===== config.mk =====
export PLATFORM = sky130hd
export DESIGN_NAME = mfse_host_flat
export DESIGN_NICKNAME = d
export VERILOG_FILES = /design/src/pkg/mfse_pkg.sv /design/src/pkg/mfse_link_if.sv /design/src/hw/mfse_host.sv /design/src/flat_wrapper.sv
export SDC_FILE = /design/constraint.sdc
export NUM_CORES = 1
export LEC_CHECK = 0
export BUFFER_PORTS_ARGS = -buffer_cell sky130_fd_sc_hd__buf_2
export CORE_MARGIN = 5
export CORE_UTILIZATION = 45
export DETAILED_ROUTE_END_ITERATION = 8
export PLACE_DENSITY = 0.74
export SLEW_MARGIN = 20
export SYNTH_ARGS = -nofsm -noshare
export SYNTH_HDL_FRONTEND = slang
export SYNTH_SLANG_ARGS = --single-unit

===== constraint.sdc =====
create_clock -name core_clk_in -period 1.6 [get_ports core_clk_in]
set_clock_uncertainty 0.1 [all_clocks]
set_input_delay 0.16 -clock core_clk_in [delete_from_list [all_inputs] [get_ports core_clk_in]]
set_output_delay 0.16 -clock core_clk_in [all_outputs]
set_load 0.005 [all_outputs]

===== src/pkg/mfse_pkg.sv =====
// Shared constants of the multichip frame sync engine and its host end
`default_nettype none
package mfse_pkg;
	// ----------------------------------------------------------------
	// Device registers, reached over the link
	// ----------------------------------------------------------------
	localparam logic [7:0] MFSE_REG_SYNC_CTRL = 8'h21;
	localparam logic [7:0] MFSE_REG_FRAME_CFG = 8'h22;
	localparam int MFSE_CTRL_EN_BIT = 0;
	localparam int MFSE_CTRL_EDGE_BIT = 1;
	localparam int MFSE_CFG_MODE_LSB = 0;
	localparam int MFSE_CFG_ONESHOT_BIT = 2;
	localparam int MFSE_CFG_RCVD_BIT = 3;
	localparam int MFSE_CFG_SLIP_BIT = 4;
	localparam logic [1:0] MFSE_SYNC_CTRL_RST = 2'h0;
	localparam logic [2:0] MFSE_FRAME_CFG_RST = 3'h4;
	localparam logic [1:0] MFSE_MODE_FIFO = 2'h0;
	localparam logic [1:0] MFSE_MODE_FIFO_OSC = 2'h1;
	localparam logic [1:0] MFSE_MODE_MONITOR = 2'h3;
	localparam int MFSE_PHASE_W = 3;
	localparam logic [MFSE_PHASE_W-1:0] MFSE_PHASE_ZERO = 3'h0;
	// ----------------------------------------------------------------
	// Host registers, reached over Wishbone
	// ----------------------------------------------------------------
	localparam logic [3:0] MFSE_WB_CTRL = 4'h0;
	localparam logic [3:0] MFSE_WB_ACC = 4'h4;
	localparam logic [3:0] MFSE_WB_IRQ_STAT = 4'h8;
	localparam logic [3:0] MFSE_WB_IRQ_MASK = 4'hc;
	localparam int MFSE_HC_SYNC_RUN_BIT = 0;
	localparam int MFSE_HC_FRAME_CONT_BIT = 1;
	localparam int MFSE_HC_FRAME_SHOT_BIT = 2;
	localparam int MFSE_ACC_ADDR_LSB = 8;
	localparam int MFSE_ACC_WE_BIT = 16;
	localparam int MFSE_ACC_BUSY_BIT = 31;
	localparam int MFSE_IRQ_W = 2;
	localparam int MFSE_IRQ_DONE_BIT = 0;
	localparam int MFSE_IRQ_FRAME_BIT = 1;
	localparam int MFSE_DEF_SYNC_HALF = 4;
	localparam int MFSE_DEF_FRAME_HALF = 16;
endpackage
`default_nettype wire


===== src/pkg/mfse_link_if.sv =====
// Link between the host end and the sync engine device end
`timescale 1ns/100ps
`default_nettype none
interface mfse_link_if;
	logic sync_clk;
	logic frame;
	logic req_tgl;
	logic ack_tgl;
	logic we;
	logic [7:0] addr;
	logic [7:0] wdata;
	logic [7:0] rdata;
	modport dev (input sync_clk, frame, req_tgl, we, addr, wdata, output ack_tgl, rdata);
	modport host (output sync_clk, frame, req_tgl, we, addr, wdata, input ack_tgl, rdata);
endinterface
`default_nettype wire


===== src/hw/mfse_host.sv =====
// Host end: Wishbone slave, sync and frame clock generator, register access
`timescale 1ns/100ps
`default_nettype none
module mfse_host
	import mfse_pkg::*;
#(
	parameter int SYNC_HALF = MFSE_DEF_SYNC_HALF,
	parameter int FRAME_HALF = MFSE_DEF_FRAME_HALF
)
(
	input wire logic core_clk_in,
	input wire logic rst_b_in,
	input wire logic wb_cyc_in,
	input wire logic wb_stb_in,
	input wire logic wb_we_in,
	input wire logic [3:0] wb_adr_in,
	input wire logic [3:0] wb_sel_in,
	input wire logic [31:0] wb_dat_in,
	output logic [31:0] wb_dat_out,
	output logic wb_ack_out,
	output logic irq_out,
	mfse_link_if.host link
);
	typedef enum logic {MFSE_ACC_IDLE, MFSE_ACC_WAIT} mfse_acc_t;

	// Sync and frame must be a power-of-two multiple of the 8-cycle phase
	if (SYNC_HALF < 4 || (SYNC_HALF & (SYNC_HALF - 1)) != 0 || SYNC_HALF > 256)
		$error("SYNC_HALF must be a power of two from 4 to 256");
	if (FRAME_HALF < SYNC_HALF || (FRAME_HALF & (FRAME_HALF - 1)) != 0 || FRAME_HALF > 256)
		$error("FRAME_HALF must be a power of two from SYNC_HALF to 256");

	// ----------------------------------------------------------------
	// Wishbone decode
	// ----------------------------------------------------------------
	logic ack_q;
	logic [31:0] dat_q;
	logic [2:0] ctrl_q;
	logic [MFSE_IRQ_W-1:0] stat_q;
	logic [MFSE_IRQ_W-1:0] mask_q;
	logic [7:0] acc_rdata_q;
	logic req_q;
	logic we_q;
	logic [7:0] addr_q;
	logic [7:0] wdata_q;
	logic [2:0] ack_s_q;
	mfse_acc_t acc_q;
	logic [7:0] sync_cnt_q;
	logic sync_q;
	logic [7:0] frame_cnt_q;
	logic frame_q;
	logic shot_q;

	wire [31:0] bmask = {{8{wb_sel_in[3]}}, {8{wb_sel_in[2]}}, {8{wb_sel_in[1]}}, {8{wb_sel_in[0]}}};
	wire [31:0] wdat = wb_dat_in & bmask;
	wire req = wb_cyc_in & wb_stb_in;
	wire wr = req & ack_q & wb_we_in;
	wire wr_ctrl = wr & (wb_adr_in == MFSE_WB_CTRL);
	wire wr_acc = wr & (wb_adr_in == MFSE_WB_ACC) & (wb_sel_in != 4'h0);
	wire wr_stat = wr & (wb_adr_in == MFSE_WB_IRQ_STAT);
	wire wr_mask = wr & (wb_adr_in == MFSE_WB_IRQ_MASK);
	wire busy = (acc_q == MFSE_ACC_WAIT);
	wire launch = wr_acc & ~busy;
	wire ack_evt = ack_s_q[1] ^ ack_s_q[2];
	wire frame_rise = frame_cnt_q == 8'h00 && (shot_q || ctrl_q[MFSE_HC_FRAME_CONT_BIT]) && !frame_q;
	wire [31:0] rd_mux = (wb_adr_in == MFSE_WB_CTRL) ? {29'h0, 1'b0, ctrl_q[1:0]} :
		(wb_adr_in == MFSE_WB_ACC) ? {busy, 23'h0, acc_rdata_q} :
		(wb_adr_in == MFSE_WB_IRQ_STAT) ? {30'h0, stat_q} :
		(wb_adr_in == MFSE_WB_IRQ_MASK) ? {30'h0, mask_q} : 32'h0;
	wire [MFSE_IRQ_W-1:0] stat_set = {frame_rise, ack_evt & busy};
	// Set beats clear when both land on one edge
	wire [MFSE_IRQ_W-1:0] stat_d = (stat_q & ~(wr_stat ? wdat[MFSE_IRQ_W-1:0] : 2'h0)) | stat_set;

	always_ff @(posedge core_clk_in or negedge rst_b_in)
	begin
		if (!rst_b_in)
		begin
			ack_q <= 1'b0;
			dat_q <= 32'h0;
			ctrl_q <= 3'h0;
			stat_q <= 2'h0;
			mask_q <= 2'h0;
		end
		else
		begin
			ack_q <= req & ~ack_q;
			if (req & ~ack_q)
				dat_q <= rd_mux;
			if (wr_ctrl)
				ctrl_q <= wdat[2:0];
			else
				ctrl_q[MFSE_HC_FRAME_SHOT_BIT] <= 1'b0;
			stat_q <= stat_d;
			if (wr_mask)
				mask_q <= wdat[MFSE_IRQ_W-1:0];
		end
	end

	// ----------------------------------------------------------------
	// Device register access over the toggle handshake
	// ----------------------------------------------------------------
	always_ff @(posedge core_clk_in or negedge rst_b_in)
	begin
		if (!rst_b_in)
		begin
			ack_s_q <= 3'h0;
			acc_q <= MFSE_ACC_IDLE;
			req_q <= 1'b0;
			we_q <= 1'b0;
			addr_q <= 8'h00;
			wdata_q <= 8'h00;
			acc_rdata_q <= 8'h00;
		end
		else
		begin
			ack_s_q <= {ack_s_q[1:0], link.ack_tgl};
			case (acc_q)
				MFSE_ACC_IDLE:
					if (launch)
					begin
						we_q <= wdat[MFSE_ACC_WE_BIT];
						addr_q <= wdat[MFSE_ACC_ADDR_LSB +: 8];
						wdata_q <= wdat[7:0];
						req_q <= ~req_q;
						acc_q <= MFSE_ACC_WAIT;
					end
				MFSE_ACC_WAIT:
					if (ack_evt)
					begin
						acc_rdata_q <= link.rdata;
						acc_q <= MFSE_ACC_IDLE;
					end
				default:
					acc_q <= MFSE_ACC_IDLE;
			endcase
		end
	end

	// ----------------------------------------------------------------
	// Sync and frame clock generation
	// ----------------------------------------------------------------
	always_ff @(posedge core_clk_in or negedge rst_b_in)
	begin
		if (!rst_b_in)
		begin
			sync_cnt_q <= 8'h00;
			sync_q <= 1'b0;
			frame_cnt_q <= 8'h00;
			frame_q <= 1'b0;
			shot_q <= 1'b0;
		end
		else
		begin
			if (!ctrl_q[MFSE_HC_SYNC_RUN_BIT])
			begin
				sync_cnt_q <= 8'h00;
				sync_q <= 1'b0;
			end
			else if (sync_cnt_q == 8'(SYNC_HALF - 1))
			begin
				sync_cnt_q <= 8'h00;
				sync_q <= ~sync_q;
			end
			else
				sync_cnt_q <= sync_cnt_q + 8'h01;
			if (ctrl_q[MFSE_HC_FRAME_SHOT_BIT] & ~ctrl_q[MFSE_HC_FRAME_CONT_BIT] & ~frame_q)
				shot_q <= 1'b1;
			// Each frame high phase lasts FRAME_HALF - 1 cycles, well over two data clocks
			if (frame_q | shot_q | ctrl_q[MFSE_HC_FRAME_CONT_BIT])
			begin
				if (frame_cnt_q == 8'(FRAME_HALF - 1))
				begin
					frame_cnt_q <= 8'h00;
					frame_q <= ~frame_q;
					if (frame_q)
						shot_q <= 1'b0;
				end
				else
				begin
					frame_cnt_q <= frame_cnt_q + 8'h01;
					if (frame_rise)
						frame_q <= 1'b1;
				end
			end
		end
	end

	assign link.sync_clk = sync_q;
	assign link.frame = frame_q;
	assign link.req_tgl = req_q;
	assign link.we = we_q;
	assign link.addr = addr_q;
	assign link.wdata = wdata_q;
	assign wb_dat_out = dat_q;
	assign wb_ack_out = ack_q;
	assign irq_out = |(stat_q & mask_q);
endmodule
`default_nettype wire


===== src/flat_wrapper.sv =====
// flat-port wrapper written by rule: the top's interface ports become plain ports
module mfse_host_flat import mfse_pkg::*;
#(
	parameter int SYNC_HALF = MFSE_DEF_SYNC_HALF,
	parameter int FRAME_HALF = MFSE_DEF_FRAME_HALF
)
  (core_clk_in, rst_b_in, wb_cyc_in, wb_stb_in, wb_we_in, wb_adr_in, wb_sel_in, wb_dat_in, wb_dat_out, wb_ack_out, irq_out, link_sync_clk, link_frame, link_req_tgl, link_we, link_addr, link_wdata, link_ack_tgl, link_rdata);
  mfse_link_if link_i ();
  input wire logic core_clk_in;
  input wire logic rst_b_in;
  input wire logic wb_cyc_in;
  input wire logic wb_stb_in;
  input wire logic wb_we_in;
  input wire logic [3:0] wb_adr_in;
  input wire logic [3:0] wb_sel_in;
  input wire logic [31:0] wb_dat_in;
  output logic [31:0] wb_dat_out;
  output logic wb_ack_out;
  output logic irq_out;
  output wire logic [$bits(link_i.sync_clk)-1:0] link_sync_clk;
  output wire logic [$bits(link_i.frame)-1:0] link_frame;
  output wire logic [$bits(link_i.req_tgl)-1:0] link_req_tgl;
  output wire logic [$bits(link_i.we)-1:0] link_we;
  output wire logic [$bits(link_i.addr)-1:0] link_addr;
  output wire logic [$bits(link_i.wdata)-1:0] link_wdata;
  input wire logic [$bits(link_i.ack_tgl)-1:0] link_ack_tgl;
  input wire logic [$bits(link_i.rdata)-1:0] link_rdata;
  assign link_sync_clk = link_i.sync_clk;
  assign link_frame = link_i.frame;
  assign link_req_tgl = link_i.req_tgl;
  assign link_we = link_i.we;
  assign link_addr = link_i.addr;
  assign link_wdata = link_i.wdata;
  assign link_i.ack_tgl = link_ack_tgl;
  assign link_i.rdata = link_rdata;
  mfse_host #(.SYNC_HALF(SYNC_HALF), .FRAME_HALF(FRAME_HALF)) u_core (.core_clk_in(core_clk_in), .rst_b_in(rst_b_in), .wb_cyc_in(wb_cyc_in), .wb_stb_in(wb_stb_in), .wb_we_in(wb_we_in), .wb_adr_in(wb_adr_in), .wb_sel_in(wb_sel_in), .wb_dat_in(wb_dat_in), .wb_dat_out(wb_dat_out), .wb_ack_out(wb_ack_out), .irq_out(irq_out), .link(link_i));
endmodule

==> impl_results.md <==
* Type of the most critical hold path: input port to flop
* Violated checks: setup timing
* Pleak at 2.02 nW
* Synth area leader: dfrtp_1
* Remaining DRCs at 0
* Final worst setup slack at -18.1 ps
* Yosys synthesis warning count at 0
* Initial Util at between 40% and 50%
* Clock buffer depth at 2
* Fin crit period at roughly 1600 ps
* Worst hold stages at 3
* Post-synthesis cell area at roughly 3000 sq um
* Final core utilization at 62.3%
* Peak supply drop at roughly 0.47 mV
* N_diodes at 0
* H-tree Lvls at 3
* Synth Flop Type: dfrtp_1
* Largest cells by area after synthesis: dfrtp_1 54%, buf_4 5.7%, mux2_2 5.5%, mux2i_1 5.3%, a22o_1 3.2%
* Max Transition Viols Final at 0
* Initial DRC count at just over 90
* Initial DRT Pass Iterations at 4
* Top-level I/O count at around 110
* Congestion Overflow GR at 0
* Period utilization at 101%
* Layout area overhead at 36.4%
* Final hold vios at 0
* Pwr/cell area at 972 nW/um^2
* Pwr Total at a little over 0.004 W
* Die X at roughly 92 microns
* Post-synthesis cell count at about 260
* Max-Cap Viols at 0
* Startpoint types: flop
* Antenna violations before repair at 0
* Reg clk slew, reported paths at 80 ps
* Largest net degree at the start of global routing at 30
* Flops & latches, synth at 66
* TritonCTS clock tree: done
* Count of filler cells inserted in the layout at between 500 and 600
* Fmax at slightly above 600 MHz
* Sequential fraction of the synthesis area at between 50% and 60%
* Yosys cell types at 45
* GRT Total Usage at between 10% and 20%
* Via count at 2372
* Crit Path Max Fanout at 3
* Post-DP HPWL at between 4 and 5 mm
* Die ar. at about 8500 sq um
* Post-Route WL at around 7 mm
* Placed insts at between 400 and 500
* Vias in the first global route at ~2400
* Final #Nets at ~450
* Antenna viol nets, final at 0
* Total core area at ~6700 sq um
* IO Port Bufs at approximately 70
* Num rows at 30
* Commonest cells after routing, fill and taps aside: 69 x buf_2, 66 x dfrtp_1, 26 x dlygate4sd3_1
* RSZ-0062 raised after global routing: true
* Drt wl/cell at approximately 15 microns
* Buf/Inv on CP at 0
* Die Y-Extent at 92.3 microns
* Post-synth EDFFs at 0
* Layout cells sized above 1 at a little under two fifths
* Critical path cell sequence: ha_2 -> or4b_4 -> or3_1 -> a21boi_1
* Most common library cell in the layout ignoring fill and taps: buf_2
* Crit end category: flop
* Crit path max-delay cell type: or4b_4
* First-pass GRT wire length at roughly 11 mm
* Clock Sinks at 66
* CP top delay family: simple AND/OR/NAND/NOR gates
* Drt via density at roughly 5
* R2r worst-path depth at 4
* Clock latency on the worst-skew pair at approximately 340 ps
* Setup Slack @ Placement at -128 ps
* Setup violators final at 4
* Root buf cell: clkbuf_8
* CP Class: flop to flop
* Outcome: complete, but fails checks
* Fin cells at 476
* GP Congestion at slightly above 0.8
* Max incr delay on CP at around 480 ps
* Async SR Flop Fraction at 100%
* Critical Path RT at roughly 1800 ps
* Clock buffer count from CTS at 9
* Critical Path AT at 1790 ps
* Mean Syn Cell Area at ~12 sq um
* Synth top area share at a little over half
* Total stage count of the critical path at 4
[sequential cells by signal (all words and copies together) (netlist names)]
name                  count
u_core.frame_cnt_q        8
u_core.shot_q             1
u_core.ctrl_q             3
u_core.link.sync_clk      1
u_core.acc_q              1
u_core.mask_q             2
u_core.stat_q             2
u_core.link.frame         1
u_core.link.req_tgl       1
u_core.link.we            1
u_core.link.addr          8
u_core.wb_dat_out         9
u_core.acc_rdata_q        8
u_core.ack_s_q            3
u_core.wb_ack_out         1
u_core.link.wdata         8
u_core.sync_cnt_q         8
[repair_timing]
item                                    CTS  global route
gates resized for setup                   1            11
pin swaps                                 1             5
hold endpoints to repair                 40             0
buffers inserted                          0             2
hold buffers                             26             0
endpoints found under the setup margin    3            30
[Yosys cell counts (all sizes together), types with 5 or more instances]
master  instances
mux2i          16
dfrtp          66
nand2          22
o21ai           6
xnor2           5
buf            25
or3             5
mux2           15
a21oi           7
nand4           6
inv            22
nor2           10
a22o           11
[metrics by stage]
step | cell area, sq um | setup TNS, ps | hold slack [ps]
finish | 4160 | -28.9 | 33.7
global route | 4160 | -609 | 54.3
CTS | 4110 | -39.2 | 21.1
detailed placement | 3650 | -1620 | 44.4
global placement | 3650 | -924 | 52.0
floorplan | 3170 | -200 | -236
[worst paths after layout]
path,slack (ps),from,to
setup / recovery,-20,u_core.sync_cnt_q[0],u_core.link.sync_clk
hold / removal,30,wb_dat_in[1],u_core.ctrl_q[1]
setup reg to reg,-20,u_core.sync_cnt_q[0],u_core.link.sync_clk
hold reg to reg,250,u_core.ack_s_q[0],u_core.ack_s_q[1]
max in group asynchronous,690,rst_b_in,u_core.link.addr[1]
min in group asynchronous,200,rst_b_in,u_core.sync_cnt_q[7]
[area by class of cell]
class	count	area [sq um]	area share, %
Sequential cell	66	1650	39.7
Multi-Input combinational cell	168	1250	30.1
Timing Repair Buffer	124	881	21.2
Clock buffer	9	124	2.98
Tap cell	80	100	2.41
Inverter	22	82.6	1.98
Clock inverter	7	68.8	1.65
[worst reg2reg max path: cells and delay by family, from the launching register on]
kind / cells / cell delay [ps]
simple gates: 2 / 800
flops: 1 / 350
fa+ha+maj: 1 / 180
compound gates: 1 / 130
[logic make-up after synthesis]
group / after synthesis / synth area share, %
buffers and inverters: 50 / 9.76
XOR/XNOR: 9 / 2.83
flip-flops: 66 / 54.1
other: 1 / 0.123
AND/OR/NAND/NOR: 64 / 11.0
adder cells (fa/ha/maj): 3 / 1.23
multiplexers: 33 / 12.5
AO/OA/AOI/OAI: 36 / 8.45
[power by group]
group / internal [W] / leakage (nW) / switching, W
Sequential: 0.00181 / 0.791 / 0.000122
Combinational: 0.000389 / 1.14 / 0.000335
Clock: 0.000716 / 0.0954 / 0.000668
Total: 0.00292 / 2.02 / 0.00112
[metal layers]
layer  wire, microns  share of wire, %  GRT usage, %
met1            2710                39          20.6
met2            3740                54          29.2
met3             355               5.1          3.98
met4             119               1.7          6.68
met5               0                 0             0
No activity file was read; power rests on OpenSTA's default activity.
